**src/core/gpio_port_map.vh**
```
// Register map, pin masks and reset values of the parallel I/O block
`ifndef GPIO_PORT_MAP_VH
`define GPIO_PORT_MAP_VH

// Port count and pins of all ports flattened, port p at bits 8p+7..8p
`define GP_PORTS        7
`define GP_BITS         56
`define GP_PIN_COUNT    54

// Zero page: data at 2p, direction at 2p+1
`define GP_ZP_BASE      8'h00
`define GP_ZP_DATA      1'b0
`define GP_ZP_DIR       1'b1

// High page: pullup at 40h+4p, slew at +1, drive at +2
`define GP_HP_BASE      8'h40
`define GP_HP_PULL      2'h0
`define GP_HP_SLEW      2'h1
`define GP_HP_DRIVE     2'h2

// Implemented pins, port G down to port A
`define GP_IMPL_MASK    56'h7F_FF_FF_FF_7F_FF_FF

// Pins with a digital shared function
`define GP_SHARE_MASK   56'h7F_3F_FF_FF_2F_00_00

// Pins with an analog converter input
`define GP_ANALOG_MASK  56'h00_00_00_FF_00_FF_00

// Reset values
`define GP_RST_DATA     56'h00_00_00_00_00_00_00
`define GP_RST_DIR      56'h00_00_00_00_00_00_00
`define GP_RST_PULL     56'h00_00_00_00_00_00_00
`define GP_RST_SLEW     `GP_IMPL_MASK
`define GP_RST_DRIVE    56'h00_00_00_00_00_00_00

`endif

```
**src/core/gpio_port_pin_sharing.v**
```verilog
// Seven-port parallel I/O with peripheral pin sharing
//
// Our own choices: the strobed register port and the placing of the registers.
`timescale 1ns/1ps
`include "gpio_port_map.vh"

module gpio_port_pin_sharing #(
   parameter NBITS = `GP_BITS
) (
   input  wire             clk,          // System clock, 100 MHz
   input  wire             reset_n,      // Async reset, active low
   input  wire [7:0]       reg_addr,     // Register address
   input  wire [7:0]       reg_wdata,    // Register write data
   input  wire             reg_wr,       // Write strobe
   input  wire             reg_rd,       // Read strobe
   output reg  [7:0]       reg_rdata,    // Read data, cycle after strobe
   input  wire [NBITS-1:0] pin_in,       // Pin levels from pads
   output reg  [NBITS-1:0] pin_out,      // Pin output values
   output reg  [NBITS-1:0] pin_oe,       // Pin output enables
   output reg  [NBITS-1:0] pin_pullup,   // Pullup enables
   output reg  [NBITS-1:0] pin_slew,     // Slew limit enables
   output reg  [NBITS-1:0] pin_drive,    // High drive selects
   output reg  [NBITS-1:0] pin_level,    // Synced levels to peripherals
   input  wire [NBITS-1:0] periph_en,    // Digital peripheral claims pin
   input  wire [NBITS-1:0] periph_oe,    // Peripheral drives pin
   input  wire [NBITS-1:0] periph_out,   // Peripheral output value
   input  wire [NBITS-1:0] analog_en     // Analog converter claims pin
);

   localparam [NBITS-1:0] IMPL   = `GP_IMPL_MASK;
   localparam [NBITS-1:0] SHARE  = `GP_SHARE_MASK;
   localparam [NBITS-1:0] ANALOG = `GP_ANALOG_MASK;

   // Register storage
   reg  [NBITS-1:0] port_data_register_r;
   reg  [NBITS-1:0] pin_direction_bit_r;
   reg  [NBITS-1:0] pin_pullup_enable_bit_r;
   reg  [NBITS-1:0] pin_slew_limit_bit_r;
   reg  [NBITS-1:0] pin_drive_strength_bit_r;

   // Claim registers, cleared by reset
   reg  [NBITS-1:0] dig_claim_r;
   reg  [NBITS-1:0] dig_oe_r;
   reg  [NBITS-1:0] dig_out_r;
   reg  [NBITS-1:0] ana_claim_r;

   // Pin input synchroniser
   reg  [NBITS-1:0] sync1_r;
   reg  [NBITS-1:0] sync2_r;
   reg  [NBITS-1:0] sync3_r;
   reg  [NBITS-1:0] pin_sync_r;
   reg  [NBITS-1:0] pin_sync_nxt;

   // Decode
   wire [2:0] zp_port = reg_addr[3:1];
   wire [2:0] hp_port = reg_addr[4:2];
   wire [1:0] hp_kind = reg_addr[1:0];
   wire       zp_hit  = (reg_addr[7:4] == `GP_ZP_BASE >> 4)
                        && (zp_port < `GP_PORTS);
   wire       hp_hit  = (reg_addr[7:5] == `GP_HP_BASE >> 5)
                        && (hp_port < `GP_PORTS)
                        && (hp_kind != 2'h3);

   // Effective pin ownership
   reg  [NBITS-1:0] ana_own;
   reg  [NBITS-1:0] dig_own;
   reg  [NBITS-1:0] oe_nxt;
   reg  [NBITS-1:0] out_nxt;
   reg  [NBITS-1:0] pull_nxt;
   reg  [NBITS-1:0] rdbits;
   reg  [7:0]       rdata_nxt;

   always @*
   begin
      ana_own  = ana_claim_r & ANALOG & IMPL;
      dig_own  = dig_claim_r & SHARE & IMPL & ~ana_own;
      oe_nxt   = ((dig_own & dig_oe_r)
                 | (~dig_own & pin_direction_bit_r))
                 & ~ana_own & IMPL;
      out_nxt  = ((dig_own & dig_oe_r & dig_out_r)
                 | (~(dig_own & dig_oe_r) & port_data_register_r))
                 & oe_nxt;
      pull_nxt = pin_pullup_enable_bit_r & ~oe_nxt & ~ana_own & IMPL;
      rdbits   = ((pin_direction_bit_r & port_data_register_r)
                 | (~pin_direction_bit_r & pin_sync_r))
                 & ~ana_own & IMPL;
   end

   // Filtered pin level: change taken when stages two and three agree
   always @*
   begin
      pin_sync_nxt = (sync2_r & ~(sync2_r ^ sync3_r))
                     | (pin_sync_r & (sync2_r ^ sync3_r));
   end

   // Read mux
   always @*
   begin
      rdata_nxt = 8'h00;
      if (zp_hit)
      begin
         if (reg_addr[0] == `GP_ZP_DATA)
            rdata_nxt = rdbits[zp_port*8 +: 8];
         else
            rdata_nxt = pin_direction_bit_r[zp_port*8 +: 8]
                        & IMPL[zp_port*8 +: 8];
      end
      else if (hp_hit)
      begin
         case (hp_kind)
            `GP_HP_PULL:  rdata_nxt = pin_pullup_enable_bit_r[hp_port*8 +: 8];
            `GP_HP_SLEW:  rdata_nxt = pin_slew_limit_bit_r[hp_port*8 +: 8];
            `GP_HP_DRIVE: rdata_nxt =
                             pin_drive_strength_bit_r[hp_port*8 +: 8];
            default:      rdata_nxt = 8'h00;
         endcase
      end
   end

   // Register writes; unimplemented bits stay zero
   always @(posedge clk or negedge reset_n)
   begin
      if (!reset_n)
      begin
         port_data_register_r     <= `GP_RST_DATA;
         pin_direction_bit_r      <= `GP_RST_DIR;
         pin_pullup_enable_bit_r  <= `GP_RST_PULL;
         pin_slew_limit_bit_r     <= `GP_RST_SLEW;
         pin_drive_strength_bit_r <= `GP_RST_DRIVE;
      end
      else if (reg_wr && zp_hit)
      begin
         if (reg_addr[0] == `GP_ZP_DATA)
            port_data_register_r[zp_port*8 +: 8] <=
               reg_wdata & IMPL[zp_port*8 +: 8];
         else
            pin_direction_bit_r[zp_port*8 +: 8] <=
               reg_wdata & IMPL[zp_port*8 +: 8];
      end
      else if (reg_wr && hp_hit)
      begin
         case (hp_kind)
            `GP_HP_PULL:  pin_pullup_enable_bit_r[hp_port*8 +: 8] <=
                             reg_wdata & IMPL[hp_port*8 +: 8];
            `GP_HP_SLEW:  pin_slew_limit_bit_r[hp_port*8 +: 8] <=
                             reg_wdata & IMPL[hp_port*8 +: 8];
            `GP_HP_DRIVE: pin_drive_strength_bit_r[hp_port*8 +: 8] <=
                             reg_wdata & IMPL[hp_port*8 +: 8];
            default:      pin_drive_strength_bit_r <=
                             pin_drive_strength_bit_r;
         endcase
      end
   end

   // Digital claims; reset leaves pins to parallel I/O
   always @(posedge clk or negedge reset_n)
   begin
      if (!reset_n)
         dig_claim_r <= {NBITS{1'b0}};
      else
         dig_claim_r <= periph_en & SHARE;
   end

   // Peripheral drive request
   always @(posedge clk or negedge reset_n)
   begin
      if (!reset_n)
         dig_oe_r <= {NBITS{1'b0}};
      else
         dig_oe_r <= periph_oe;
   end

   // Peripheral output value
   always @(posedge clk or negedge reset_n)
   begin
      if (!reset_n)
         dig_out_r <= {NBITS{1'b0}};
      else
         dig_out_r <= periph_out;
   end

   // Analog claims
   always @(posedge clk or negedge reset_n)
   begin
      if (!reset_n)
         ana_claim_r <= {NBITS{1'b0}};
      else
         ana_claim_r <= analog_en & ANALOG;
   end

   // Sync stage one, straight from the pads
   always @(posedge clk or negedge reset_n)
   begin
      if (!reset_n)
         sync1_r <= {NBITS{1'b0}};
      else
         sync1_r <= pin_in;
   end

   // Sync stage two
   always @(posedge clk or negedge reset_n)
   begin
      if (!reset_n)
         sync2_r <= {NBITS{1'b0}};
      else
         sync2_r <= sync1_r;
   end

   // Sync stage three
   always @(posedge clk or negedge reset_n)
   begin
      if (!reset_n)
         sync3_r <= {NBITS{1'b0}};
      else
         sync3_r <= sync2_r;
   end

   // Filtered level
   always @(posedge clk or negedge reset_n)
   begin
      if (!reset_n)
         pin_sync_r <= {NBITS{1'b0}};
      else
         pin_sync_r <= pin_sync_nxt & IMPL;
   end

   // Read data, one cycle only
   always @(posedge clk or negedge reset_n)
   begin
      if (!reset_n)
         reg_rdata <= 8'h00;
      else
         reg_rdata <= reg_rd ? rdata_nxt : 8'h00;
   end

   // Pin output values
   always @(posedge clk or negedge reset_n)
   begin
      if (!reset_n)
         pin_out <= {NBITS{1'b0}};
      else
         pin_out <= out_nxt;
   end

   // Pin output enables
   always @(posedge clk or negedge reset_n)
   begin
      if (!reset_n)
         pin_oe <= {NBITS{1'b0}};
      else
         pin_oe <= oe_nxt;
   end

   // Pullup enables
   always @(posedge clk or negedge reset_n)
   begin
      if (!reset_n)
         pin_pullup <= {NBITS{1'b0}};
      else
         pin_pullup <= pull_nxt;
   end

   // Slew limit enables
   always @(posedge clk or negedge reset_n)
   begin
      if (!reset_n)
         pin_slew <= `GP_RST_SLEW;
      else
         pin_slew <= pin_slew_limit_bit_r & ~ana_own;
   end

   // High drive selects
   always @(posedge clk or negedge reset_n)
   begin
      if (!reset_n)
         pin_drive <= {NBITS{1'b0}};
      else
         pin_drive <= pin_drive_strength_bit_r & ~ana_own;
   end

   // Levels handed to the peripherals
   always @(posedge clk or negedge reset_n)
   begin
      if (!reset_n)
         pin_level <= {NBITS{1'b0}};
      else
         pin_level <= pin_sync_r & ~ana_own;
   end

endmodule // gpio_port_pin_sharing

```
**config.mk**
```make
export PLATFORM = sky130hd
export DESIGN_NAME = gpio_port_pin_sharing
export DESIGN_NICKNAME = d
export VERILOG_FILES = /design/src/core/gpio_port_pin_sharing.v
export VERILOG_INCLUDE_DIRS = /design/src /design/src/core
export SDC_FILE = /design/constraint.sdc
export NUM_CORES = 1
export LEC_CHECK = 0
export ABC_AREA = 1
export BUFFER_PORTS_ARGS = -buffer_cell sky130_fd_sc_hd__buf_2
export CELL_PAD_IN_SITES_DETAIL_PLACEMENT = 0
export CELL_PAD_IN_SITES_GLOBAL_PLACEMENT = 1
export CORE_ASPECT_RATIO = 0.75
export CORE_MARGIN = 2
export CORE_UTILIZATION = 35
export CTS_BUF_LIST = sky130_fd_sc_hd__clkbuf_4 sky130_fd_sc_hd__clkbuf_8
export DETAILED_ROUTE_END_ITERATION = 6
export PLACE_DENSITY_LB_ADDON = 0.1
export SYNTH_ARGS = -nofsm -noshare
export SYNTH_HDL_FRONTEND = slang
export SYNTH_SLANG_ARGS = --single-unit
export TNS_END_PERCENT = 1
```
**constraint.sdc**
```tcl
create_clock -name clk -period 3.9 [get_ports clk]
set_clock_uncertainty 0.2 [all_clocks]
set_input_delay 0.195 -clock clk [delete_from_list [all_inputs] [get_ports clk]]
set_output_delay 0.195 -clock clk [all_outputs]
set_load 0.05 [all_outputs]
```
==> results of run 1 <==
## worst min path at each step
stage | to | slack (ns)
floorplan | async pin | -0.30
global placement | dig_out_r[33]$_DFF_PN0_ | 0.10
detailed placement | dig_claim_r[38]$_DFF_PN0_ | 0.10
CTS | sync1_r[10]$_DFF_PN0_ | 0.02
global route | sync1_r[10]$_DFF_PN0_ | 0.07
finish | sync2_r[10]$_DFF_PN0_ | 0.07
## power groups by stage
| stage | registers (mW) | logic, mW | clock network (mW) |
|---|---|---|---|
| 6_report | 10.4 | 2.13 | 9.21 |
| 3_3_place_gp | 10.6 | 1.83 | 0 |
| 4_1_cts | 10.4 | 2.14 | 9.47 |
| 2_1_floorplan | 10.9 | 0.551 | 0 |
| 3_5_place_dp | 10.6 | 1.84 | 0 |
| 5_1_grt | 10.5 | 2.30 | 9.98 |
## state kept, by name, indices dropped and copies added, names as in the netlist, 55 cells and up, named ones only
signal and count:
pin_pullup_enable_bit_r 56, pin_direction_bit_r 55, pin_slew 56, pin_drive 56, pin_drive_strength_bit_r 56, pin_slew_limit_bit_r 56
## logic make-up (layout without fill, tap and decap cells)
logic type               count (synthesis)  count (layout)  synth area share
flip-flops                             947             947             0.704
AND/OR/NAND/NOR                       1322            1322             0.162
buffers and inverters                  413            1556            0.0485
other                                    1              15          0.000111
adder cells (fa/ha/maj)                 70              70            0.0219
AO/OA/AOI/OAI                          412             412            0.0634
## stage by stage
step                      instance area (um^2)  utilization  instances  hold slack, ns
final                                    45400        0.475       5572          0.0739
after global routing                     45400        0.475       5570          0.0729
after CTS                                45400        0.475       5567          0.0172
after detailed placement                 38300        0.400       4917           0.104
after global placement                   38300        0.400       4917           0.103
after floorplan                          33900            -       3172          -0.301
## synthesized netlist by cell type (19+ instances only)
cell / instances
inv_1: 312
dfrtp_1: 839
nor3_1: 24
o21ai_1: 63
clkbuf_1: 48
nand2_1: 814
dfstp_2: 108
nand3_1: 184
a21oi_1: 33
o21ai_0: 285
nor2_1: 240
maj3_1: 54
buf_2: 19
## worst max-delay path: cells and delay by family
family                     cells  cell delay (ns)
AOI/OAI and AO/OA              2             0.18
adders and majority gates      1             0.31
buffers and inverters          7             3.10
and+or+nand+nor                4             0.30
## layer usage
metal  vias to the layer above  wire [um]
li1                      12100          -
met1                     12800      55700
met2                       887      53700
met3                       169      11100
met4                        16       2950
met5                         -         96
## final cells by class
cell class | instances | share of cell area
antenna | 7 | 0.000386
clock buffer | 239 | 0.0656
clock inverter | 30 | 0.00719
inverter | 320 | 0.0265
multi-input combinational | 1812 | 0.186
sequential | 947 | 0.525
tap | 1250 | 0.0344
timing repair buffer | 967 | 0.156
## what timing repair did
| action | 4_1_cts | 5_1_grt |
|---|---|---|
| endpoints found under the hold margin | 1321 | 0 |
| endpoints found under the setup margin | 0 | 1 |
| hold buffers | 381 | 0 |
| gates resized for setup | 0 | 1 |
==> run_results.csv, run 1 <==
group,metric,value,unit
outcome,status,"finished clean",
timing,period_share,0.897,
floorplanning,core-area,0.0956,mm^2
synthesis,yosysSeqAreaShare,0.704,
critical_path,crit_end,"reg_rdata[7]$_DFF_PN0_",
power_and_ir_drop,seqPwrFrac,0.479,
critical_path,reg2regPathDepth,10,
timing,period_minus_slack,3.50,ns
timing,relSlewSlack,0.385,
layout,mostFrequentLayoutCells,"839 x dfrtp_1, 814 x nand2_1, 526 x buf_2",
layout,ff_latch_area,0.0238,mm^2
synthesis,synth_area_leader_cell,"dfrtp_1",
clock_network,clock_sinks,947,
floorplanning,io_pins,644,
critical_path,endpoint_kind,"register",
floorplanning,rows,98,
synthesis,yosysUniqueCellTypes,38,
synthesis,ys_seq_elements,947,
clock_network,postCtsSetupRepairBufs,0,
global_routing,met2_usage,0.366,
global_routing,grt_max_degree,94,
clock_network,cts_buffers,153,
layout,drive_gt1_frac,0.240,
timing,setup_ws,0.402,ns
clock_network,cts-root-buf,"clkbuf_8",
placement,dp_slack,0.998,ns
global_routing,antenna_found_initial,17,
route,drt_iter0_drc,2243,
timing,hold_viol,0,
floorplanning,initial_utilization,0.354,
layout,synthToLayoutAreaGrowth,34.2,%
placement,hpwl,90700,um
critical_path,required,4.51,ns
global_routing,grt_pass1_vias,25700,
power_and_ir_drop,finalPower,21.8,mW
critical_path,path_cells,"dlygate4sd3_1 > buf_2 > buf_4 > ha_1 > nand2_1 > nand4_2 > dlygate4sd3_1 > buf_4 > a21oi_1 > nand2_1 > dlygate4sd3_1 > nand2_1 > a21oi_1 > dlygate4sd3_1",
global_routing,grt.busiest_layer,"met2",
synthesis,yosysWarnings,0,
layout,fin_nets,4517,
critical_path,worst_ep_arrival_time,4.10,ns
global_routing,grt_use_met3,0.0832,
critical_path,crit_type,"input port to register",
critical_path,crit_start,"reg_addr[2]",
power_and_ir_drop,powerDensity,479,mW/mm^2
route,vias,25900,
power_and_ir_drop,p_switching,5.78,mW
global_routing,met1_usage,0.354,
critical_path,cpMostUsedCell,"dlygate4sd3_1",
route,wirelength,124000,um
critical_path,r2r-end,"reg_rdata[0]$_DFF_PN0_",
synthesis,synth_edf_count,0,
route,drc,0,
power_and_ir_drop,clockPowerShare,0.423,
synthesis,synth_async_sr_flop_share,1.00,
route,post_drt_wl_per_cell,22.2,um
layout,multi_input_area,0.00843,mm^2
placement,portBuffers,527,
clock_network,htreeDepth,4,
power_and_ir_drop,p_leak,22.5,nW
job,cap_violations,0,
route,vias_per_cell,4.66,
timing,slew_viol_final,0,
timing,rsz0062_at_grt,"no",
layout,nFillCells,9231,
timing,setup_violations,0,
clock_network,insertion_delay,0.87,ns
hold_path,hold_class,"input port to async pin",
critical_path,crit_path_max_fanout,23,
critical_path,r2r-start,"pin_direction_bit_r[24]$_DFFE_PN0P_",
global_routing,grt_pass1_wl,177000,um
floorplanning,fp.dieW,363,um
synthesis,syn_area_per_cell,10.7,um^2
synthesis,synthesis.area,0.0339,mm^2
synthesis,synth_top_area_frac,0.620,
power_and_ir_drop,swShare,0.266,
layout,layout_commonest_cell,"dfrtp_1",
timing,fin_setup_tns,0,ns
timing,max_clock_freq,286,MHz
global_routing,grt.total_usage,0.251,
synthesis,synth_flop_cell,"dfrtp_1",
critical_path,slowest_delay,0.61,ns
floorplanning,die_h,273,um
power_and_ir_drop,intPower,16.0,mW
clock_network,clk_pin_slew,0.06,ns
clock_network,cts_tree,"yes",
critical_path,crit_slowest_cell,"dlygate4sd3_1",
floorplanning,die_area,0.0993,mm^2
global_routing,grt_remaining_overflow,0,
placement,globalplace.congestion,0.875,
route,drt_pre_antenna_iters,5,
critical_path,r2r_slack,0.58,ns
route,antenna_left,0,
synthesis,synth_cells,3165,
critical_path,critPathLaunchType,"input port",
timing,tightest_slew,0.913,ns
clock_network,clk_path_buf_depth,3,
power_and_ir_drop,p_comb_frac,0.098,
power_and_ir_drop,vdd_drop_max,0.000330,V
synthesis,synthTopCellsByArea,"dfrtp_1 62%, nand2_1 9.0%, dfstp_2 8.4%, o21ai_0 4.2%, inv_1 3.5%",
Power figures use the tool's default switching activity.
==> inputs of run 2 (changes only) <==
--- a/config.mk
+++ b/config.mk
@@ -12,7 +12,7 @@
 export CELL_PAD_IN_SITES_GLOBAL_PLACEMENT = 1
 export CORE_ASPECT_RATIO = 0.75
 export CORE_MARGIN = 2
-export CORE_UTILIZATION = 35
+export CORE_UTILIZATION = 48
 export CTS_BUF_LIST = sky130_fd_sc_hd__clkbuf_4 sky130_fd_sc_hd__clkbuf_8
 export DETAILED_ROUTE_END_ITERATION = 6
 export PLACE_DENSITY_LB_ADDON = 0.1
==> run 2 against run 1 <==
Effect of this change: register-to-register slack worse by 0.11 ns; wire length is 3.8% lower; critical path depth up 1; final cell count fell by 5.5%; highest routed layer unchanged.
==> run_results.csv, run 2 (synthesis gave the netlist of run 1 again) <==
group,metric,value,unit
layout,design_area,0.0449,mm^2
critical_path,crit_path_max_fanout,16,
layout,final_util,0.642,
timing,max_clock_freq,270,MHz
layout,multi_input_area,0.00843,mm^2
route,antenna_left,0,
timing,hold_viol,0,
hold_path,whs_endpoint,"reg_rdata[6]$_DFF_PN0_",
clock_network,clock_sinks,947,
timing,setup_violations,0,
critical_path,r2r_slack,0.47,ns
floorplanning,io_pins,644,
clock_network,cts_tree,"yes",
layout,drive_gt1_frac,0.241,
layout,layout_commonest_cell,"dfrtp_1",
floorplanning,initial_utilization,0.484,
timing,slew_viol_final,0,
clock_network,clk_path_buf_depth,3,
layout,mostFrequentLayoutCells,"839 x dfrtp_1, 814 x nand2_1, 526 x buf_2",
floorplanning,die_h,234,um
placement,hpwl,84500,um
global_routing,grt.total_usage,0.332,
hold_path,hold_class,"input port to register",
clock_network,clk_pin_slew,0.06,ns
global_routing,antenna_found_initial,8,
power_and_ir_drop,p_leak,22.4,nW
placement,portBuffers,527,
job,cap_violations,0,
clock_network,postCtsSetupRepairBufs,0,
placement,dpl_cell_area,0.0380,mm^2
critical_path,r2r-end,"reg_rdata[0]$_DFF_PN0_",
outcome,status,"finished clean",
global_routing,grt_remaining_overflow,0,
timing,fin_setup_tns,0,ns
critical_path,required,4.40,ns
floorplanning,die_area,0.0727,mm^2
critical_path,endpoint_kind,"register",
clock_network,cts-root-buf,"clkbuf_8",
route,vias_per_cell,5.11,
critical_path,critPathLaunchType,"input port",
layout,fin_nets,4515,
clock_network,ctsResizeCount,0,
power_and_ir_drop,powerDensity,479,mW/mm^2
critical_path,path_cells,"dlygate4sd3_1 > buf_2 > inv_2 > buf_4 > nor2_2 > buf_4 > nand2_1 > nor2_1 > nor2_1 > nand3_1 > nand2_1 > nand2_1 > dlygate4sd3_1 > nor2_1 > dlygate4sd3_1",
route,drc,0,
layout,instances_no_fill,5265,
placement,dp.cells,4625,
floorplanning,core-area,0.0700,mm^2
critical_path,slowest_delay,0.61,ns
critical_path,reg2regPathDepth,10,
layout,ff_latch_area,0.0238,mm^2
route,post_drt_wl_per_cell,22.6,um
floorplanning,rows,84,
clock_network,insertion_delay,0.82,ns
route,drt_pre_antenna_iters,6,
global_routing,grt_pass1_vias,27200,
route,vias,26900,
hold_path,hp-start,"reg_addr[3]",
timing,whs,0.104,ns
critical_path,r2r-start,"pin_direction_bit_r[24]$_DFFE_PN0P_",
timing,relSlewSlack,0.253,
hold_path,whs_path_depth,9,
route,drt_iter0_drc,2597,
timing,tightest_slew,1.12,ns
critical_path,worst_ep_arrival_time,4.21,ns
critical_path,crit_slowest_cell,"dlygate4sd3_1",
global_routing,grt_pass1_wl,176000,um
clock_network,cts_buffers,145,
timing,period_minus_slack,3.71,ns
layout,synthToLayoutAreaGrowth,32.6,%
floorplanning,fp.dieW,311,um
clock_network,htreeDepth,4,
timing,rsz0062_at_grt,"no",
route,wirelength,119000,um
power_and_ir_drop,vdd_drop_max,0.000359,V
placement,globalplace.congestion,0.917,
global_routing,grt_max_degree,109,
critical_path,crit_type,"input port to register",
timing,period_share,0.951,
layout,nFillCells,5633,
-- run 2: changes by cell type in the layout (fill, tap and decap cells not counted), sizes merged --
cell         change
clkinv           -2
dlygate4sd3      -6
clkbuf           -7
inv              -2
diode            -3
clkinvlp         +5
buf             +12
-- run 2: how the worst max path moves through the flow --
stage                                              end        start  depth (start not counted)  slack [ns]
3_5_place_dp   pin_pullup_enable_bit_r[36]$_DFFE_PN0P_  reg_addr[3]                         11        0.74
2_1_floorplan  pin_pullup_enable_bit_r[39]$_DFFE_PN0P_  reg_addr[2]                         13        1.19
5_1_grt                         reg_rdata[7]$_DFF_PN0_  reg_addr[0]                         15        0.11
3_3_place_gp   pin_pullup_enable_bit_r[34]$_DFFE_PN0P_  reg_addr[3]                         11        0.81
6_report                        reg_rdata[0]$_DFF_PN0_  reg_addr[2]                         15        0.19
4_1_cts                         reg_rdata[7]$_DFF_PN0_  reg_addr[0]                         15        0.38
-- run 2: what timing repair did --
action	4_1_cts	5_1_grt
endpoints found under the hold margin	1206	0
hold buffers	373	0
endpoints found under the setup margin	0	0
-- run 2: metrics by stage --
stage | total power, mW | setup WS, ns
finish | 21.5 | 0.193
floorplan | 11.5 | 1.19
CTS | 21.6 | 0.378
detailed placement | 12.4 | 0.741
global placement | 12.4 | 0.808
global route | 22.3 | 0.110
-- run 2: final cells by class --
cell class,count,area share
clock buffer,232,0.0644
sequential,947,0.530
timing repair buffer,973,0.157
tap,946,0.0263
antenna,4,0.000223
clock inverter,31,0.00691
multi-input combinational,1812,0.188
inverter,320,0.0268
-- run 2: report_power, final --
part | switching [mW] | internal [mW]
Clock | 4.00 | 4.95
Combinational | 1.47 | 0.671
Sequential | 0.222 | 10.2
-- run 2: critical path: cells and delay by family --
kind / cells / cell delay, ns
buffers and inverters: 7 / 2.50
AND/OR/NAND/NOR: 8 / 1.51
-- run 2: metal layers --
layer	share of wire	track usage	vias up
met4	0.023	0.0980	4
met1	0.44	0.483	13500
li1	-	-	12100
met3	0.086	0.0807	163
met5	0.00023	0	-
met2	0.45	0.500	1152
==> inputs of run 3 (changes only) <==
--- a/config.mk
+++ b/config.mk
@@ -15,7 +15,7 @@
 export CORE_UTILIZATION = 48
 export CTS_BUF_LIST = sky130_fd_sc_hd__clkbuf_4 sky130_fd_sc_hd__clkbuf_8
 export DETAILED_ROUTE_END_ITERATION = 6
-export PLACE_DENSITY_LB_ADDON = 0.1
+export PLACE_DENSITY_LB_ADDON = 0.15
 export SYNTH_ARGS = -nofsm -noshare
 export SYNTH_HDL_FRONTEND = slang
 export SYNTH_SLANG_ARGS = --single-unit
==> run 3 against run 2 <==
Effect of this change: sequential power about the same; total power shrank 0.13%; non-clock buffer count fell by 22; global-route usage down 0.78 points; flip-flop and latch count unchanged.
==> run_results.csv, run 3 (synthesis gave the netlist of run 1 again) <==
group,metric,value,unit
layout,synthToLayoutAreaGrowth,32.2,%
clock_network,htreeDepth,4,
critical_path,critPathLaunchType,"input port",
global_routing,grt_pass1_vias,26700,
timing,hold_viol,0,
route,drt_pre_antenna_iters,6,
layout,fin_nets,4494,
critical_path,crit_type,"input port to register",
clock_network,cts-root-buf,"clkbuf_8",
floorplanning,core-area,0.0700,mm^2
route,wirelength,117000,um
route,drt_iter0_drc,2941,
clock_network,cts_buffers,146,
placement,globalplace.congestion,0.944,
route,vias_per_cell,5.12,
global_routing,grt_max_degree,110,
floorplanning,initial_utilization,0.484,
floorplanning,rows,84,
clock_network,clk_path_buf_depth,3,
global_routing,antenna_found_initial,4,
clock_network,cts_tree,"yes",
layout,mostFrequentLayoutCells,"839 x dfrtp_1, 814 x nand2_1, 526 x buf_2",
timing,relSlewSlack,0.377,
layout,nFillCells,5630,
floorplanning,io_pins,644,
route,antenna_left,0,
timing,period_minus_slack,3.76,ns
timing,rsz0062_at_grt,"no",
placement,hpwl,83100,um
global_routing,grt_remaining_overflow,0,
clock_network,clock_sinks,947,
clock_network,clk_pin_slew,0.06,ns
critical_path,worst_ep_arrival_time,4.31,ns
route,post_drt_wl_per_cell,22.3,um
timing,fin_setup_tns,0,ns
route,drc,0,
layout,layout_commonest_cell,"dfrtp_1",
floorplanning,die_area,0.0727,mm^2
floorplanning,die_h,234,um
critical_path,crit_path_max_fanout,22,
timing,period_share,0.965,
timing,slew_viol_final,0,
floorplanning,fp.dieW,311,um
power_and_ir_drop,finalPower,21.5,mW
route,vias,26800,
outcome,status,"finished clean",
timing,max_clock_freq,266,MHz
critical_path,endpoint_kind,"register",
timing,tightest_slew,0.931,ns
hold_path,hold_class,"register to register",
global_routing,grt_pass1_wl,172000,um
power_and_ir_drop,vdd_drop_max,0.000286,V
power_and_ir_drop,p_leak,22.3,nW
placement,portBuffers,527,
global_routing,grt.total_usage,0.324,
power_and_ir_drop,powerDensity,480,mW/mm^2
critical_path,required,4.44,ns
job,cap_violations,0,
timing,setup_violations,0,
clock_network,insertion_delay,0.83,ns
layout,drive_gt1_frac,0.237,
run 3: changes by cell type in the layout (fill, tap and decap cells not counted), sizes merged:
| cell | previous run | this run |
|---|---|---|
| clkbuf | 232 | 226 |
| buf | 601 | 579 |
| diode | 4 | 2 |
| inv | 326 | 327 |
| clkinv | 16 | 22 |
| clkinvlp | 6 | 3 |
| bufinv | 3 | 5 |
run 3: cell type report:
| class | count | area, um^2 | area share |
|---|---|---|---|
| Sequential cell | 947 | 23800 | 0.532 |
| Multi-Input combinational cell | 1812 | 8440 | 0.188 |
| Timing Repair Buffer | 951 | 6910 | 0.154 |
| Clock buffer | 226 | 2830 | 0.0632 |
| Inverter | 320 | 1200 | 0.0269 |
| Tap cell | 946 | 1180 | 0.0264 |
| Clock inverter | 37 | 388 | 0.00866 |
| Antenna cell | 2 | 5.00 | 0.000112 |
run 3: worst paths after layout:
| check | startpoint | end | slack, ns | depth (start not counted) |
|---|---|---|---|---|
| min in group asynchronous | reset_n | pin_slew_limit_bit_r[8]$_DFFE_PN1P_ | 0.60 | 3 |
| worst min-delay path | sync1_r[10]$_DFF_PN0_ | sync2_r[10]$_DFF_PN0_ | 0.13 | 0 |
| worst max register to register | pin_direction_bit_r[43]$_DFFE_PN0P_ | reg_rdata[3]$_DFF_PN0_ | 0.84 | 9 |
| max in group asynchronous | reset_n | pin_out[50]$_DFF_PN0_ | 2.27 | 4 |
| worst min register to register | sync1_r[10]$_DFF_PN0_ | sync2_r[10]$_DFF_PN0_ | 0.13 | 0 |
| worst max-delay path | reg_addr[0] | reg_rdata[0]$_DFF_PN0_ | 0.14 | 15 |
run 3: stage by stage:
stage	utilization	hold slack, ns	area, um^2	setup slack [ns]	std cells
5_1_grt	0.640	0.117	44800	0.0564	5241
6_report	0.640	0.127	44800	0.136	5241
4_1_cts	0.640	0.0536	44800	0.229	5239
2_1_floorplan	-	-0.301	33900	1.19	3172
3_5_place_dp	0.540	0.104	37800	0.798	4603
3_3_place_gp	0.540	0.103	37800	0.876	4603
run 3: critical path, cell delays in order:
cell,delay [ns]
dlygate4sd3_1,0.54
buf_2,0.35
inv_1,0.25
ha_1,0.36
inv_1,0.63
o21ai_0,0.21
nor2_1,0.18
nor2_1,0.10
nand2_1,0.11
nand3_1,0.08
dlygate4sd3_1,0.58
nand2_1,0.06
dlygate4sd3_1,0.55
inv_1,0.04
nor2_1,0.07
run 3: power by group:
| group | leakage [nW] | total, mW | internal (mW) | switching [mW] |
|---|---|---|---|---|
| Sequential | 11.8 | 10.4 | 10.2 | 0.217 |
| Combinational | 8.82 | 2.11 | 0.657 | 1.46 |
| Clock | 1.71 | 8.94 | 5.00 | 3.95 |
| Total | 22.3 | 21.5 | 15.9 | 5.62 |
run 3: what timing repair did:
action                                 in CTS  in global routing
setup endpoints to repair                   0                  1
endpoints found under the hold margin    1105                  0
resized for setup                           0                  1
hold buffers                              373                  0
buffers inserted                            0                  0
run 3: routing by layer:
layer / routed length, um / GRT usage / vias to the layer above
li1: - / - / 12000
met1: 51900 / 0.468 / 13400
met2: 52400 / 0.488 / 1226
met3: 9750 / 0.0769 / 160
met4: 3020 / 0.107 / 2
met5: 12 / 0 / -
